[src/core_supply_pkg.sv]
// How it works
// - Enable above 1.600 V, drop below 1.584 V
// - Enable low: gates low, reference off, no good; a latched fault keeps the low sides on
// - Off code: only gates held low
// - Rising enable starts; switching waits for reference
// - Startup ramps one 25 mV step per 50 us
// - Over/undervoltage: high off, low on, no good
// - Fault latched until reset or enable high-low-high
// - Five-bit code decodes target; only code 1F disables
// - Code bits float high by internal pull-up
// - Code changes walk target in 25 mV steps
// - Transition step time follows timing resistor; here set by the transition period register, reset to the 100 kOhm value
// - Good low outside 12.5 percent window
// - Good low in shutdown, lockout and ramp
// - Complementary drives with fixed dead time
package core_supply_pkg;

	// ************************************************************
	// Clock and timing
	// ************************************************************
	localparam int unsigned CLK_PERIOD_NS = 10;       // 100 MHz pclk
	localparam int unsigned SS_STEP_US    = 50;       // Soft-start step time
	localparam int unsigned SS_STEP_CYC   = (SS_STEP_US * 1000) / CLK_PERIOD_NS;
	localparam int unsigned SLEW_STEP_MV  = 25;       // One target step
	localparam int unsigned RTIME_COEF    = 521;      // Ohm times V per us
	localparam int unsigned RTIME_OHM     = 100000;   // Default timing resistor
	// Step time in ns is step(mV) * R / 521
	localparam int unsigned TRANS_STEP_NS = (SLEW_STEP_MV * RTIME_OHM) / RTIME_COEF;
	localparam int unsigned TRANS_STEP_CYC = (TRANS_STEP_NS / CLK_PERIOD_NS) > 0 ?
		(TRANS_STEP_NS / CLK_PERIOD_NS) : 1;
	localparam int unsigned DEAD_NS       = 30;       // Gate dead time
	localparam int unsigned DEAD_CYC      = (DEAD_NS + CLK_PERIOD_NS - 1) / CLK_PERIOD_NS;

	// ************************************************************
	// Widths and code decode
	// ************************************************************
	localparam int unsigned VCODE_W   = 5;            // Voltage code width
	localparam int unsigned DAC_W     = 8;            // Target in 25 mV units
	localparam int unsigned CNT_W     = 16;           // Step counter width
	localparam int unsigned PHASES    = 2;            // Power phases
	localparam int unsigned SYNC_W    = 14;           // Synchronised pin bits
	localparam logic [VCODE_W-1:0] VCODE_OFF  = 5'h1F;   // Output-disable code
	localparam logic [DAC_W-1:0]   VCODE_BASE = 8'h20;   // Target for top code
	localparam logic [CNT_W-1:0]   TRANS_RST  = CNT_W'(TRANS_STEP_CYC);

	// ************************************************************
	// Register map (byte addresses)
	// ************************************************************
	localparam int unsigned ADDR_W = 8;
	localparam logic [ADDR_W-1:0] OFF_TRANS  = 8'h00;  // Transition step cycles
	localparam logic [ADDR_W-1:0] OFF_STATUS = 8'h04;  // Live state
	localparam logic [ADDR_W-1:0] OFF_IRQ_ST = 8'h08;  // Sticky events, W1C
	localparam logic [ADDR_W-1:0] OFF_IRQ_MK = 8'h0C;  // Event mask
	localparam logic [ADDR_W-1:0] OFF_TARGET = 8'h10;  // Target and code

	// ************************************************************
	// Event bits
	// ************************************************************
	localparam int unsigned N_EV        = 5;
	localparam int unsigned EV_FAULT    = 0;
	localparam int unsigned EV_PG_RISE  = 1;
	localparam int unsigned EV_PG_FALL  = 2;
	localparam int unsigned EV_LOCKOUT  = 3;
	localparam int unsigned EV_SETTLED  = 4;

	// ************************************************************
	// Sequencer states
	// ************************************************************
	typedef enum logic [4:0] {
		ST_OFF   = 5'h01,
		ST_WAIT  = 5'h02,
		ST_RAMP  = 5'h04,
		ST_RUN   = 5'h08,
		ST_FAULT = 5'h10
	} seq_state_e;

endpackage

[src/core_supply_sequencer.sv]
// Implementation choices: the register offsets and the APB interface to the registers.
`timescale 1ns/1ps
module core_supply_sequencer #(
	parameter int unsigned SS_STEP_CYCLES = core_supply_pkg::SS_STEP_CYC,
	parameter int unsigned DEAD_CYCLES    = core_supply_pkg::DEAD_CYC
) (
	input  wire logic                                pclk,
	input  wire logic                                presetn,
	input  wire logic                                ce,
	// APB slave
	input  wire logic                                psel,
	input  wire logic                                penable,
	input  wire logic                                pwrite,
	input  wire logic [core_supply_pkg::ADDR_W-1:0]  paddr,
	input  wire logic [31:0]                         pwdata,
	output logic      [31:0]                         prdata,
	output logic                                     pready,
	output logic                                     pslverr,
	// Pins and comparator flags, all asynchronous
	input  wire logic                                enable_pin,
	input  wire logic [core_supply_pkg::VCODE_W-1:0] voltage_code_in,
	input  wire logic                                ref_above_on,
	input  wire logic                                ref_below_off,
	input  wire logic                                out_over,
	input  wire logic                                out_under,
	input  wire logic                                out_in_window,
	input  wire logic [core_supply_pkg::PHASES-1:0]  phase_req,
	input  wire logic                                power_good_in,
	// Outputs
	output logic      [core_supply_pkg::PHASES-1:0]  high_side_gate,
	output logic      [core_supply_pkg::PHASES-1:0]  low_side_gate,
	output logic      [core_supply_pkg::DAC_W-1:0]   dac_code,
	output logic                                     ref_enable,
	output logic                                     power_good_out,
	output logic                                     power_good_oe_n,
	output logic                                     irq
);
	import core_supply_pkg::*;

	// ************************************************************
	// Elaboration checks
	// ************************************************************
	if (SS_STEP_CYCLES < 1 || SS_STEP_CYCLES > 65535) begin : g_chk_ss
		$error("core_supply_sequencer: soft-start step out of counter range");
	end

	localparam logic [CNT_W-1:0] SS_RELOAD = CNT_W'(SS_STEP_CYCLES - 1);

	// ************************************************************
	// Input synchronisers
	// ************************************************************
	// All pin inputs share one two-stage chain; only stage two is read
	logic [SYNC_W-1:0] sync1;           // First stage
	logic [SYNC_W-1:0] sync2;           // Second stage, safe to use
	wire  [SYNC_W-1:0] pins = {power_good_in, phase_req, out_in_window,
		out_under, out_over, ref_below_off, ref_above_on,
		voltage_code_in, enable_pin};

	always_ff @(posedge pclk or negedge presetn) begin
		if (!presetn) begin
			sync1 <= '0;
			sync2 <= '0;
		end else if (ce) begin
			sync1 <= pins;
			sync2 <= sync1;
		end
	end

	// Named views of the synchronised pins
	wire                en_s   = sync2[0];
	// Code bits arrive already pulled high when floating
	wire [VCODE_W-1:0]  code_s = sync2[5:1];
	wire                ron_s  = sync2[6];
	wire                roff_s = sync2[7];
	wire                ov_s   = sync2[8];
	wire                uv_s   = sync2[9];
	wire                win_s  = sync2[10];
	wire [PHASES-1:0]   req_s  = sync2[12:11];
	wire                pgin_s = sync2[13];

	// ************************************************************
	// Registers and state
	// ************************************************************
	seq_state_e        state;       // Sequencer state
	seq_state_e        next_state;  // Its next value
	logic              ref_ok;      // Reference lockout released
	logic              en_d;        // Enable one cycle ago
	logic              seen_low;    // Enable went low while faulted
	logic [CNT_W-1:0]  step_cnt;    // Cycles until the next step
	logic [CNT_W-1:0]  trans_per;   // Transition step period, cycles
	logic [N_EV-1:0]   irq_status;  // Sticky events
	logic [N_EV-1:0]   irq_mask;    // Event enables
	logic              pg;          // Power-good level, high is good
	logic              settled_d;   // Target reached, delayed

	// ************************************************************
	// Code decode and step decisions
	// ************************************************************
	// Linear decode; the off code 1F decodes to VCODE_BASE, like a normal top code
	wire [DAC_W-1:0] nominal   = VCODE_BASE + {{(DAC_W-VCODE_W){1'b0}}, ~code_s};
	wire             code_off  = (code_s == VCODE_OFF);
	wire             at_target = (dac_code == nominal);
	wire             tick      = (step_cnt == '0);
	wire             st_ramp   = (state == ST_RAMP);
	wire             st_run    = (state == ST_RUN);
	wire             st_fault  = (state == ST_FAULT);
	wire             active    = st_ramp | st_run;
	wire             step_up   = tick & (dac_code < nominal) & active;
	wire             step_dn   = tick & (dac_code > nominal) & st_run;
	// Overvoltage guarded in ramp and run; undervoltage only once up to level
	wire             fault_hit = (active & ov_s) | (st_run & uv_s);
	// Good only when settled, in window and error free
	wire             next_pg   = st_run & at_target & win_s;
	wire             settled   = st_run & at_target;

	// ************************************************************
	// Reference lockout with hysteresis
	// ************************************************************
	// Two comparators give the two thresholds; reference off with enable
	always_ff @(posedge pclk or negedge presetn) begin
		if (!presetn) begin
			ref_ok <= 1'b0;
		end else if (ce) begin
			if (!en_s) begin
				ref_ok <= 1'b0;
			end else if (roff_s) begin
				ref_ok <= 1'b0;
			end else if (ron_s) begin
				ref_ok <= 1'b1;
			end
		end
	end

	// ************************************************************
	// Sequencer next state
	// ************************************************************
	always_comb begin
		next_state = state;
		case (state)
			ST_OFF: begin
				// Rising enable starts the sequence
				if (en_s && !en_d) begin
					next_state = ST_WAIT;
				end
			end
			ST_WAIT: begin
				if (!en_s) begin
					next_state = ST_OFF;
				end else if (ref_ok) begin
					next_state = ST_RAMP;
				end
			end
			ST_RAMP: begin
				if (!en_s) begin
					next_state = ST_OFF;
				end else if (!ref_ok) begin
					next_state = ST_WAIT;
				end else if (fault_hit) begin
					next_state = ST_FAULT;
				end else if (at_target) begin
					next_state = ST_RUN;
				end
			end
			ST_RUN: begin
				if (!en_s) begin
					next_state = ST_OFF;
				end else if (!ref_ok) begin
					next_state = ST_WAIT;
				end else if (fault_hit) begin
					next_state = ST_FAULT;
				end
			end
			ST_FAULT: begin
				// Held until enable goes low and then high again
				if (seen_low && en_s) begin
					next_state = ST_WAIT;
				end
			end
			default: begin
				next_state = ST_OFF;
			end
		endcase
	end

	// State register and edge memory
	always_ff @(posedge pclk or negedge presetn) begin
		if (!presetn) begin
			state <= ST_OFF;
			en_d  <= 1'b0;
		end else if (ce) begin
			state <= next_state;
			en_d  <= en_s;
		end
	end

	// Remembers the low half of the enable toggle while faulted
	always_ff @(posedge pclk or negedge presetn) begin
		if (!presetn) begin
			seen_low <= 1'b0;
		end else if (ce) begin
			if (!st_fault) begin
				seen_low <= 1'b0;
			end else if (!en_s) begin
				seen_low <= 1'b1;
			end
		end
	end

	// ************************************************************
	// Target stepping and step counter
	// ************************************************************
	// Ramp uses the soft-start period, code changes the programmed one.
	// At target the counter sits reloaded, so the first step after a
	// code change comes one full period later, never early.
	always_ff @(posedge pclk or negedge presetn) begin
		if (!presetn) begin
			dac_code <= '0;
			step_cnt <= '0;
		end else if (ce) begin
			if (!active) begin
				dac_code <= '0;
				step_cnt <= SS_RELOAD;
			end else if (step_up || step_dn) begin
				dac_code <= step_up ? dac_code + 1'b1 : dac_code - 1'b1;
				step_cnt <= st_ramp ? SS_RELOAD : trans_per - 1'b1;
			end else if (at_target) begin
				step_cnt <= st_ramp ? SS_RELOAD : trans_per - 1'b1;
			end else if (!tick) begin
				step_cnt <= step_cnt - 1'b1;
			end
		end
	end

	// ************************************************************
	// Gate drivers, one per phase
	// ************************************************************
	// Off code or shutdown stops switching; fault forces the crowbar
	wire gates_run = active & ~code_off;

	genvar ph;
	for (ph = 0; ph < PHASES; ph++) begin : g_phase
		gate_deadtime #(
			.DEAD_CYCLES (DEAD_CYCLES)
		) u_drv (
			.pclk           (pclk),
			.presetn        (presetn),
			.ce             (ce),
			.run            (gates_run),
			.fault_mode     (st_fault),
			.req            (req_s[ph]),
			.high_side_gate (high_side_gate[ph]),
			.low_side_gate  (low_side_gate[ph])
		);
	end

	// ************************************************************
	// Power-good and reference enable
	// ************************************************************
	// Open drain: value and enable come from the same flop, so the
	// pin is pulled low exactly when power is not good
	always_ff @(posedge pclk or negedge presetn) begin
		if (!presetn) begin
			pg         <= 1'b0;
			ref_enable <= 1'b0;
			settled_d  <= 1'b0;
		end else if (ce) begin
			pg         <= next_pg;
			ref_enable <= en_s;
			settled_d  <= settled;
		end
	end

	assign power_good_out  = pg;
	assign power_good_oe_n = pg;

	// ************************************************************
	// Events and interrupt
	// ************************************************************
	wire [N_EV-1:0] ev;
	assign ev[EV_FAULT]   = (next_state == ST_FAULT) & ~st_fault;
	assign ev[EV_PG_RISE] = next_pg & ~pg;
	assign ev[EV_PG_FALL] = ~next_pg & pg;
	assign ev[EV_LOCKOUT] = ref_ok & en_s & roff_s;
	assign ev[EV_SETTLED] = settled & ~settled_d;

	// ************************************************************
	// APB decode
	// ************************************************************
	// One wait state: pready rises in the second access cycle
	wire acc      = psel & penable;
	wire rd_load  = acc & ~pready;
	wire wr_now   = acc & pready & pwrite;
	wire hit_tr   = (paddr == OFF_TRANS);
	wire hit_st   = (paddr == OFF_STATUS);
	wire hit_is   = (paddr == OFF_IRQ_ST);
	wire hit_im   = (paddr == OFF_IRQ_MK);
	wire hit_tg   = (paddr == OFF_TARGET);
	wire unmapped = ~(hit_tr | hit_st | hit_is | hit_im | hit_tg);
	wire [N_EV-1:0] w1c = (wr_now & hit_is) ? pwdata[N_EV-1:0] : '0;

	wire [31:0] status_word = {22'h000000, pgin_s, code_off, ref_ok,
		pg, st_fault, state};
	wire [31:0] target_word = {11'h000, code_s, nominal, dac_code};
	wire [31:0] rd_mux =
		hit_tr ? {16'h0000, trans_per} :
		hit_st ? status_word :
		hit_is ? {27'h0000000, irq_status} :
		hit_im ? {27'h0000000, irq_mask} :
		hit_tg ? target_word : 32'h00000000;

	// Bus handshake, read data and error flag
	always_ff @(posedge pclk or negedge presetn) begin
		if (!presetn) begin
			pready  <= 1'b0;
			pslverr <= 1'b0;
			prdata  <= '0;
		end else if (ce) begin
			pready  <= rd_load;
			pslverr <= rd_load & unmapped;
			if (rd_load) begin
				prdata <= pwrite ? 32'h00000000 : rd_mux;
			end
		end
	end

	// Writable registers; a zero period would wrap, so it becomes one
	always_ff @(posedge pclk or negedge presetn) begin
		if (!presetn) begin
			trans_per <= TRANS_RST;
			irq_mask  <= '0;
		end else if (ce) begin
			if (wr_now && hit_tr) begin
				trans_per <= (pwdata[CNT_W-1:0] == '0) ? CNT_W'(1) : pwdata[CNT_W-1:0];
			end
			if (wr_now && hit_im) begin
				irq_mask <= pwdata[N_EV-1:0];
			end
		end
	end

	// Sticky events: a new event beats a clear in the same cycle
	always_ff @(posedge pclk or negedge presetn) begin
		if (!presetn) begin
			irq_status <= '0;
			irq <= 1'b0;
		end else if (ce) begin
			irq_status <= (irq_status & ~w1c) | ev;
			irq        <= |(irq_status & irq_mask);
		end
	end

	// Live power-good pin level is shown in the status word
	// Read back only; no logic acts on the pin level itself

endmodule

[src/gate_deadtime.sv]
`timescale 1ns/1ps
// One phase of complementary gate drive with break-before-make
module gate_deadtime #(
	parameter int unsigned DEAD_CYCLES = 3
) (
	input  wire logic pclk,
	input  wire logic presetn,
	input  wire logic ce,
	input  wire logic run,          // Switching allowed
	input  wire logic fault_mode,   // Crowbar: high off, low on
	input  wire logic req,          // Loop asks for high side
	output logic      high_side_gate,
	output logic      low_side_gate
);

	// ************************************************************
	// Wanted states and dead-time counter
	// ************************************************************
	localparam int unsigned DW = $clog2(DEAD_CYCLES + 1);
	localparam logic [DW-1:0] DEAD_LD = DW'(DEAD_CYCLES);

	logic [DW-1:0] dead;            // Cycles left with both off
	wire hs_want = run & ~fault_mode & req;
	wire ls_want = fault_mode | (run & ~req);

	if (DEAD_CYCLES < 1) begin : g_chk
		$error("gate_deadtime: dead time must be at least one cycle");
	end

	// Turn-off is immediate; turn-on waits for the dead time to run out
	always_ff @(posedge pclk or negedge presetn) begin
		if (!presetn) begin
			high_side_gate <= 1'b0;
			low_side_gate  <= 1'b0;
			dead           <= '0;
		end else if (ce) begin
			if (high_side_gate && !hs_want) begin
				high_side_gate <= 1'b0;
				dead           <= DEAD_LD;
			end else if (low_side_gate && !ls_want) begin
				low_side_gate <= 1'b0;
				dead          <= DEAD_LD;
			end else if (dead != '0) begin
				dead <= dead - 1'b1;
			end else if (hs_want && !low_side_gate) begin
				high_side_gate <= 1'b1;
			end else if (ls_want && !high_side_gate) begin
				low_side_gate <= 1'b1;
			end
		end
	end

endmodule

[config.mk]
export PLATFORM = sky130hd
export DESIGN_NAME = core_supply_sequencer
export DESIGN_NICKNAME = d
export VERILOG_FILES = /design/src/core_supply_pkg.sv /design/src/core_supply_sequencer.sv /design/src/gate_deadtime.sv
export SDC_FILE = /design/constraint.sdc
export NUM_CORES = 1
export LEC_CHECK = 0
export ABC_AREA = 1
export BUFFER_PORTS_ARGS = -buffer_cell sky130_fd_sc_hd__buf_2
export CORE_ASPECT_RATIO = 0.8
export CORE_MARGIN = 2
export CORE_UTILIZATION = 47
export DETAILED_ROUTE_END_ITERATION = 8
export PLACE_DENSITY = 0.65
export SETUP_SLACK_MARGIN = 0.4
export SYNTH_ARGS = -nofsm -noshare
export SYNTH_HDL_FRONTEND = slang
export SYNTH_SLANG_ARGS = --single-unit
[constraint.sdc]
create_clock -name pclk -period 7.6 [get_ports pclk]
set_input_delay 0.76 -clock pclk [delete_from_list [all_inputs] [get_ports pclk]]
set_output_delay 0.76 -clock pclk [all_outputs]
set_load 0.01 [all_outputs]
* After elaboration in Yosys (flattened, before gate mapping)
Index checks and enable logic that the tools add are counted.
Storage, ports and cells: bits in registers 131, bits of input ports 60
Cells by class: bitwise operators 50, order comparisons 2, add/subtract/negate cells 7, muxes and demuxes 55, reductions and logical operators 47, equal/unequal tests 24
Operators with widths (number):
- two-way mux 21 bit | 6
- two-way mux 16 bit | 6
- two-way mux 5 bit | 12
- zero test 16 bit | 2
- subtractor 16 x 1 -> 16 bit (second input constant) | 2
- AND 1 bit | 26
- case mux 5 bit (5 select lines) | 1
- two-way mux 8 bit | 3
- two-way mux 1 bit | 21
- != test 2 x 1 -> 1 bit (second input constant) | 9
- AND reduction 2 bit | 9
- == test 8 x 4 -> 1 bit (second input constant) | 2
- == test 5 bit (second input constant) | 3
- logical AND 1 bit | 12
- two-way mux 2 bit | 6
- nonzero test 2 bit | 6
- inverter 1 bit | 11
- AND 5 bit | 2
- inverter 5 bit | 2
- AND reduction 5 bit | 2
- zero test 1 bit | 9
- adder 8 x 1 -> 8 bit (second input constant) | 1
- == test 8 x 3 -> 1 bit (second input constant) | 1
- == test 8 x 5 -> 1 bit (second input constant) | 1
- 20 further kinds | 30

* Logic depth before layout (Yosys ltp)
depth after elaboration 11, depth in mapped cells 18

* Hierarchy
Synthesis repeated with hierarchy kept, for this count alone.
Second synthesis, totals: cells, all modules 1006, area, all modules 7315.8 um2
Modules (own cells, without submodules):
- core_supply_sequencer | instances 1, area an instance 6740.2 um2, cells an instance 922
- gate_deadtime | instances 2, area an instance 287.8 um2, cells an instance 42

* Least setup slack after synthesis
No wires, ideal clock.
path kind register to register, start point register dac_code[3] (netlist bit), end point register dac_code[7] (netlist bit), buffers on the path 0, slack 4.830 ns, required time 7.479 ns, arrival 2.649 ns, stages on the path, launching flop included 17, cell sequence dfrtp_1 ha_1 nand2_1 inv_1 nand2_1 nand2_1 nand2_1 nand2_1 nor3_1 inv_1 ha_1 a21oi_1 nand2_1 nand4_1 o211ai_1 xor2_1 o21ai_2
Between the ends: cells in the longest elaborated chain, start to end 6
Ends and longest elaborated chain:
- start, declared | line core_supply_sequencer.sv:32 | output logic [core_supply_pkg::DAC_W-1:0] dac_code,
- start signal, assigned | line core_supply_sequencer.sv:224 | dac_code <= step_up ? dac_code + 1'b1 : dac_code - 1'b1;
- < comparator 8 x 7 -> 1 bit / > comparator 8 x 7 -> 1 bit (equally long branches) | line core_supply_sequencer.sv:108, core_supply_sequencer.sv:109
- AND 1 bit, on equally long branches (2 in series) | line core_supply_sequencer.sv:108, core_supply_sequencer.sv:109
- two-way mux 8 bit / logical OR 1 bit (equally long branches) | line core_supply_sequencer.sv:224, core_supply_sequencer.sv:223
- two-way mux 8 bit / != test 2 x 1 -> 1 bit (equally long branches)
- two-way mux 8 bit / AND reduction 2 bit (equally long branches)
Several ways; a longest one is shown, not always the timed one. The select of a mux whose other input is x is not followed. A chain may end at the register's enable or synchronous reset.

* Final worst setup path
start point register dac_code[0] (netlist bit), end point register dac_code[7] (netlist bit)
Same word-level chain as after synthesis.

==> impl.org <==
** Run status
- Run status :: finished, final reports clean

** Timing
- Number of max-slew violations in the final report :: 0
- Sum of negative setup slack :: 0 ns
- Time the worst path needs with I/O delays and setup :: 3.53 ns
- Max frequency :: 283 MHz
- At the pin with the least slew margin, the transition time is 0.951 ns.
- Setup violations remaining at the end of the flow were counted as 0.
- Relative slew margins :: 0.366
- Setup repair after global routing left no endpoint under its margin.
- Portion of the clock cycle consumed by the worst path in the final layout :: 0.465
- Final setup skew :: 0.00981 ns
- Final Hold Fails :: 0

** GRT
- Overall global routing resource usage :: 0.247
- Maximum number of pins on one net before global-route repair :: 77
- The number of global-route vias before repair is 6075.
- The initial antenna violation count came to 0.
- Global routing finished with a remaining overflow of 0.
- Wire length of the first global-routing pass :: approximately 31000 um

** Yosys
- Post-synthesis xor/xnor area fraction :: 0.0207
- Largest family of logic cells by synthesized area :: simple AND/OR/NAND/NOR gates
- Number of warnings reported in the yosys synthesis log :: 0
- Of all cell types, the one taking the most synthesized area is sky130_fd_sc_hd__dfrtp_1.
- EDFF count, synth :: 0
- Async set or reset register ratio after synthesis :: 1.00
- Sequential element share of the synthesized area :: 0.420
- Of the total synthesized cell area, the portion taken by AND, OR, NAND and NOR gates is 0.308.
- Synth Area in Compound Gates :: 0.129
- Adder-Cell Fraction of Synth Area :: 0.0289
- After synthesis the cells add up to 7180 um^2.
- Ys flop type :: sky130_fd_sc_hd__dfrtp_1
- Counting flops and latches in the post-synthesis netlist gives 120.
- In this run, distinct cell masters in the synthesized netlist total 49.
- The cell count after synthesis came out at between 900 and 1k.
- Area fraction of the dominant cell type after synthesis :: 0.387
- Yosys attributes the largest share of cell area to sky130_fd_sc_hd__dfrtp_1 (39%), sky130_fd_sc_hd__nand2_1 (17%), sky130_fd_sc_hd__o21ai_0 (6.3%), sky130_fd_sc_hd__inv_1 (5.4%), sky130_fd_sc_hd__nand3_1 (4.9%).
- A synthesized cell averages 7.38 um^2.
- Multiplexer share of the synthesized area :: 0.00139

** Power and ir drop
- Leakage power :: 4.16 nW
- Net switching share of the total power :: 0.296
- Sw power :: 521 uW
- Internal power contribution :: 1.24 mW
- Total power for the finished layout comes to about 1.8 mW.
- Total power divided by cell area :: approximately 210 nW/um^2
- Of the total power, registers draw 0.413.
- Gate power share :: 0.129
- Fraction of power consumed by the clock network :: 0.458
- Worst IR Drop VDD :: between 0.0001 and 0.00015 V

** CTS
- TritonCTS built the clock tree.
- Buffer type at the clock tree root :: sky130_fd_sc_hd__clkbuf_16
- The clock reaches the later pin of the worst-skew pair after around 0.42 ns.
- The number of clock buffers added by TritonCTS is 17.
- Total of cells resized after clock tree synthesis :: 0
- In this run, post-CTS hold repair placed 0 buffers.
- After clock tree synthesis, the clock-pin slew on the worst setup and hold paths is 0.06 ns.
- Clock sink total :: 120
- Buffers from clock root to sink, at most :: 2
- After clock tree synthesis, the setup repair step added 0 buffers.
- CTS built an H-tree with a depth of 4.

** Die
- The initialized floorplan defines 40 standard-cell rows.
- Chip Height :: approximately 110 um
- Total core area :: 15000 um^2
- The initial utilization of the core area, before any placement, comes to 0.480.
- Pin placement for this block handled 110 I/O pins.
- Die W :: 142 um
- The die covers 16300 um^2.

** Layout
- Ratio of cells with drive above 1 in the final layout :: 0.152
- Summing all flip-flop and latch instances after layout gives 3010 um^2.
- Inserted Diodes :: 0
- Excluding fillers, the count of instances in the completed layout stands at 1249.
- FILL cells :: 1454
- Area of all placed cells without fillers :: a little over 8000 um^2
- Area Growth Syn to Fin :: 14.7%
- Multi-input gate area in the final layout :: 3550 um^2
- The net count of the finished layout is 1123.

** Critical path
- Measured in cells, the most critical reg-to-reg path has a length of 18.
- Capturing element type of the critical path :: register
- In this run the worst setup path begins at dac_code[0].
- Startpoint class of the critical path :: register
- RR Startpoint :: dac_code[0]
- Arrival time at the worst endpoint :: around 3.8 ns
- Of all nets on the critical path, the largest fanout is 6.
- Reg2Reg Capture Point :: dac_code[7]
- Internal reg-to-reg setup slack :: 4.07 ns
- Required time at the worst-slack endpoint :: 7.90 ns
- The setup path with the least slack is of type reg -> reg.

** Detailed routing
- In the routed layout, each cell is associated on average with a via count of roughly 5.3.
- Total wire length after detailed routing :: 18600 um
- Via count of the routed design :: 6570
- Post-detailed-route count of antenna-violating nets :: 0
- DRC errors left :: 0
- Drt wl/cell :: 14.9 um
- The first TritonRoute pass finished after 5 iterations.
- Detailed router's first-iteration violation count :: about 420

** Placement
- Cell Count Post-Placement :: about 1.2k
- Placed cell area :: roughly 7700 um^2
- After legalization and detailed placement, the total HPWL measured 13700 um.
- Gpl congestion :: 0.922
- The count of buffers added on input and output ports is 82.

** Flow run
- Maxcap violations :: 0

** Worst hold path
- The worst hold path belongs to the class in -> async.
-- cell usage after synthesis, drive strengths merged, types with 2 or more instances --
master     n
o21bai     2
xor2       8
nor2      79
clkbuf    14
dfstp      9
a221oi     4
a31oi      3
nand4     19
nand3     72
xnor2      9
a21oi     17
buf       26
and3       2
inv      110
o2111ai    4
o21ai    106
dfrtp    111
nor3       9
o31ai      2
o221ai     4
ha        15
nand2    322
nand3b     2
o211ai    13
-- cells by family (layout without fill, tap and decap cells) --
family / Yosys count / after routing
flip-flops: 120 / 120
other: 1 / 11
adder cells (fa/ha/maj): 16 / 16
AO/OA/AOI/OAI: 159 / 159
buffers and inverters: 151 / 228
multiplexers: 1 / 1
XOR/XNOR: 17 / 17
AND/OR/NAND/NOR: 508 / 508
-- power by group through the flow --
stage | Sequential [mW] | Clock [mW] | Combinational (mW)
after CTS | 0.726 | 0.818 | 0.230
after detailed placement | 0.738 | 0 | 0.229
final | 0.727 | 0.806 | 0.228
after global placement | 0.736 | 0 | 0.225
after global routing | 0.733 | 0.844 | 0.266
after floorplan | 0.727 | 0 | 0.173
-- how the worst max path moves through the flow --
stage	to	slack, ns
floorplan	dac_code[7]	4.83
global placement	prdata[12]	3.83
detailed placement	prdata[10]	3.81
CTS	dac_code[7]	4.12
global route	dac_code[7]	3.88
finish	dac_code[7]	4.07
-- state kept, by name, indices dropped and copies added (netlist names), 4 cells and up --
signal and count:
g_phase.u_drv.dead 4, irq_status 5, prdata 21, trans_per 16, step_cnt 16, sync1 14
irq_mask 5, sync2 14, state 5, dac_code 8
-- cell type report --
class                           instances  share of cell area
Clock buffer                           18              0.0533
Tap cell                              189              0.0287
Timing Repair Buffer                   85              0.0528
Clock inverter                         14              0.0179
Multi-Input combinational cell        712               0.431
Inverter                              111              0.0506
Sequential cell                       120               0.366
-- layout by cell type (no fill, tap or decap), types with 8 or more instances in the layout --
cell	Yosys	layout
sky130_fd_sc_hd__o21ai_2	8	8
sky130_fd_sc_hd__nand4_1	15	15
sky130_fd_sc_hd__conb_1	1	11
sky130_fd_sc_hd__xor2_1	8	8
sky130_fd_sc_hd__buf_2	5	81
sky130_fd_sc_hd__o21ai_0	90	90
sky130_fd_sc_hd__nand3_1	71	71
sky130_fd_sc_hd__dfstp_2	9	9
sky130_fd_sc_hd__ha_1	15	15
sky130_fd_sc_hd__nor2_1	71	71
sky130_fd_sc_hd__o21ai_1	8	8
sky130_fd_sc_hd__xnor2_1	9	9
sky130_fd_sc_hd__clkbuf_16	0	17
sky130_fd_sc_hd__dfrtp_1	111	111
sky130_fd_sc_hd__a21oi_1	17	17
sky130_fd_sc_hd__nand2_1	318	318
sky130_fd_sc_hd__o211ai_1	13	13
sky130_fd_sc_hd__inv_1	104	104
-- worst max-delay path, cell delays in order, from the launching register on --
cell	delay [ns]
sky130_fd_sc_hd__dfrtp_1	0.43
sky130_fd_sc_hd__inv_1	0.21
sky130_fd_sc_hd__ha_1	0.18
sky130_fd_sc_hd__inv_1	0.04
sky130_fd_sc_hd__nand2_1	0.04
sky130_fd_sc_hd__nand2_1	0.04
sky130_fd_sc_hd__nand2_1	0.05
sky130_fd_sc_hd__nand2_1	0.05
sky130_fd_sc_hd__nand2_1	0.16
sky130_fd_sc_hd__nand2_1	0.17
sky130_fd_sc_hd__nor3_1	0.49
sky130_fd_sc_hd__inv_1	0.26
sky130_fd_sc_hd__ha_1	0.43
sky130_fd_sc_hd__a21oi_1	0.22
sky130_fd_sc_hd__nand2_1	0.12
sky130_fd_sc_hd__nand4_1	0.09
sky130_fd_sc_hd__o211ai_1	0.13
sky130_fd_sc_hd__xor2_1	0.22
sky130_fd_sc_hd__o21ai_2	0.06
-- through the flow --
stage	hold WS [ns]	utilization	setup WS, ns
after CTS	0.339	0.551	4.12
after global placement	0.437	0.511	3.83
after floorplan	0.424	-	4.83
after global routing	0.362	0.551	3.88
after detailed placement	0.448	0.511	3.81
final	0.320	0.551	4.07
-- per-layer routing --
| layer | vias up | part of all wire | global-route usage |
|---|---|---|---|
| met5 | - | 0 | 0 |
| met4 | 0 | 0.016 | 0.0813 |
| met2 | 185 | 0.42 | 0.357 |
| met1 | 3048 | 0.50 | 0.377 |
| met3 | 24 | 0.059 | 0.0364 |
| li1 | 3313 | - | - |
Note: power is estimated with default switching activity, not from simulation.
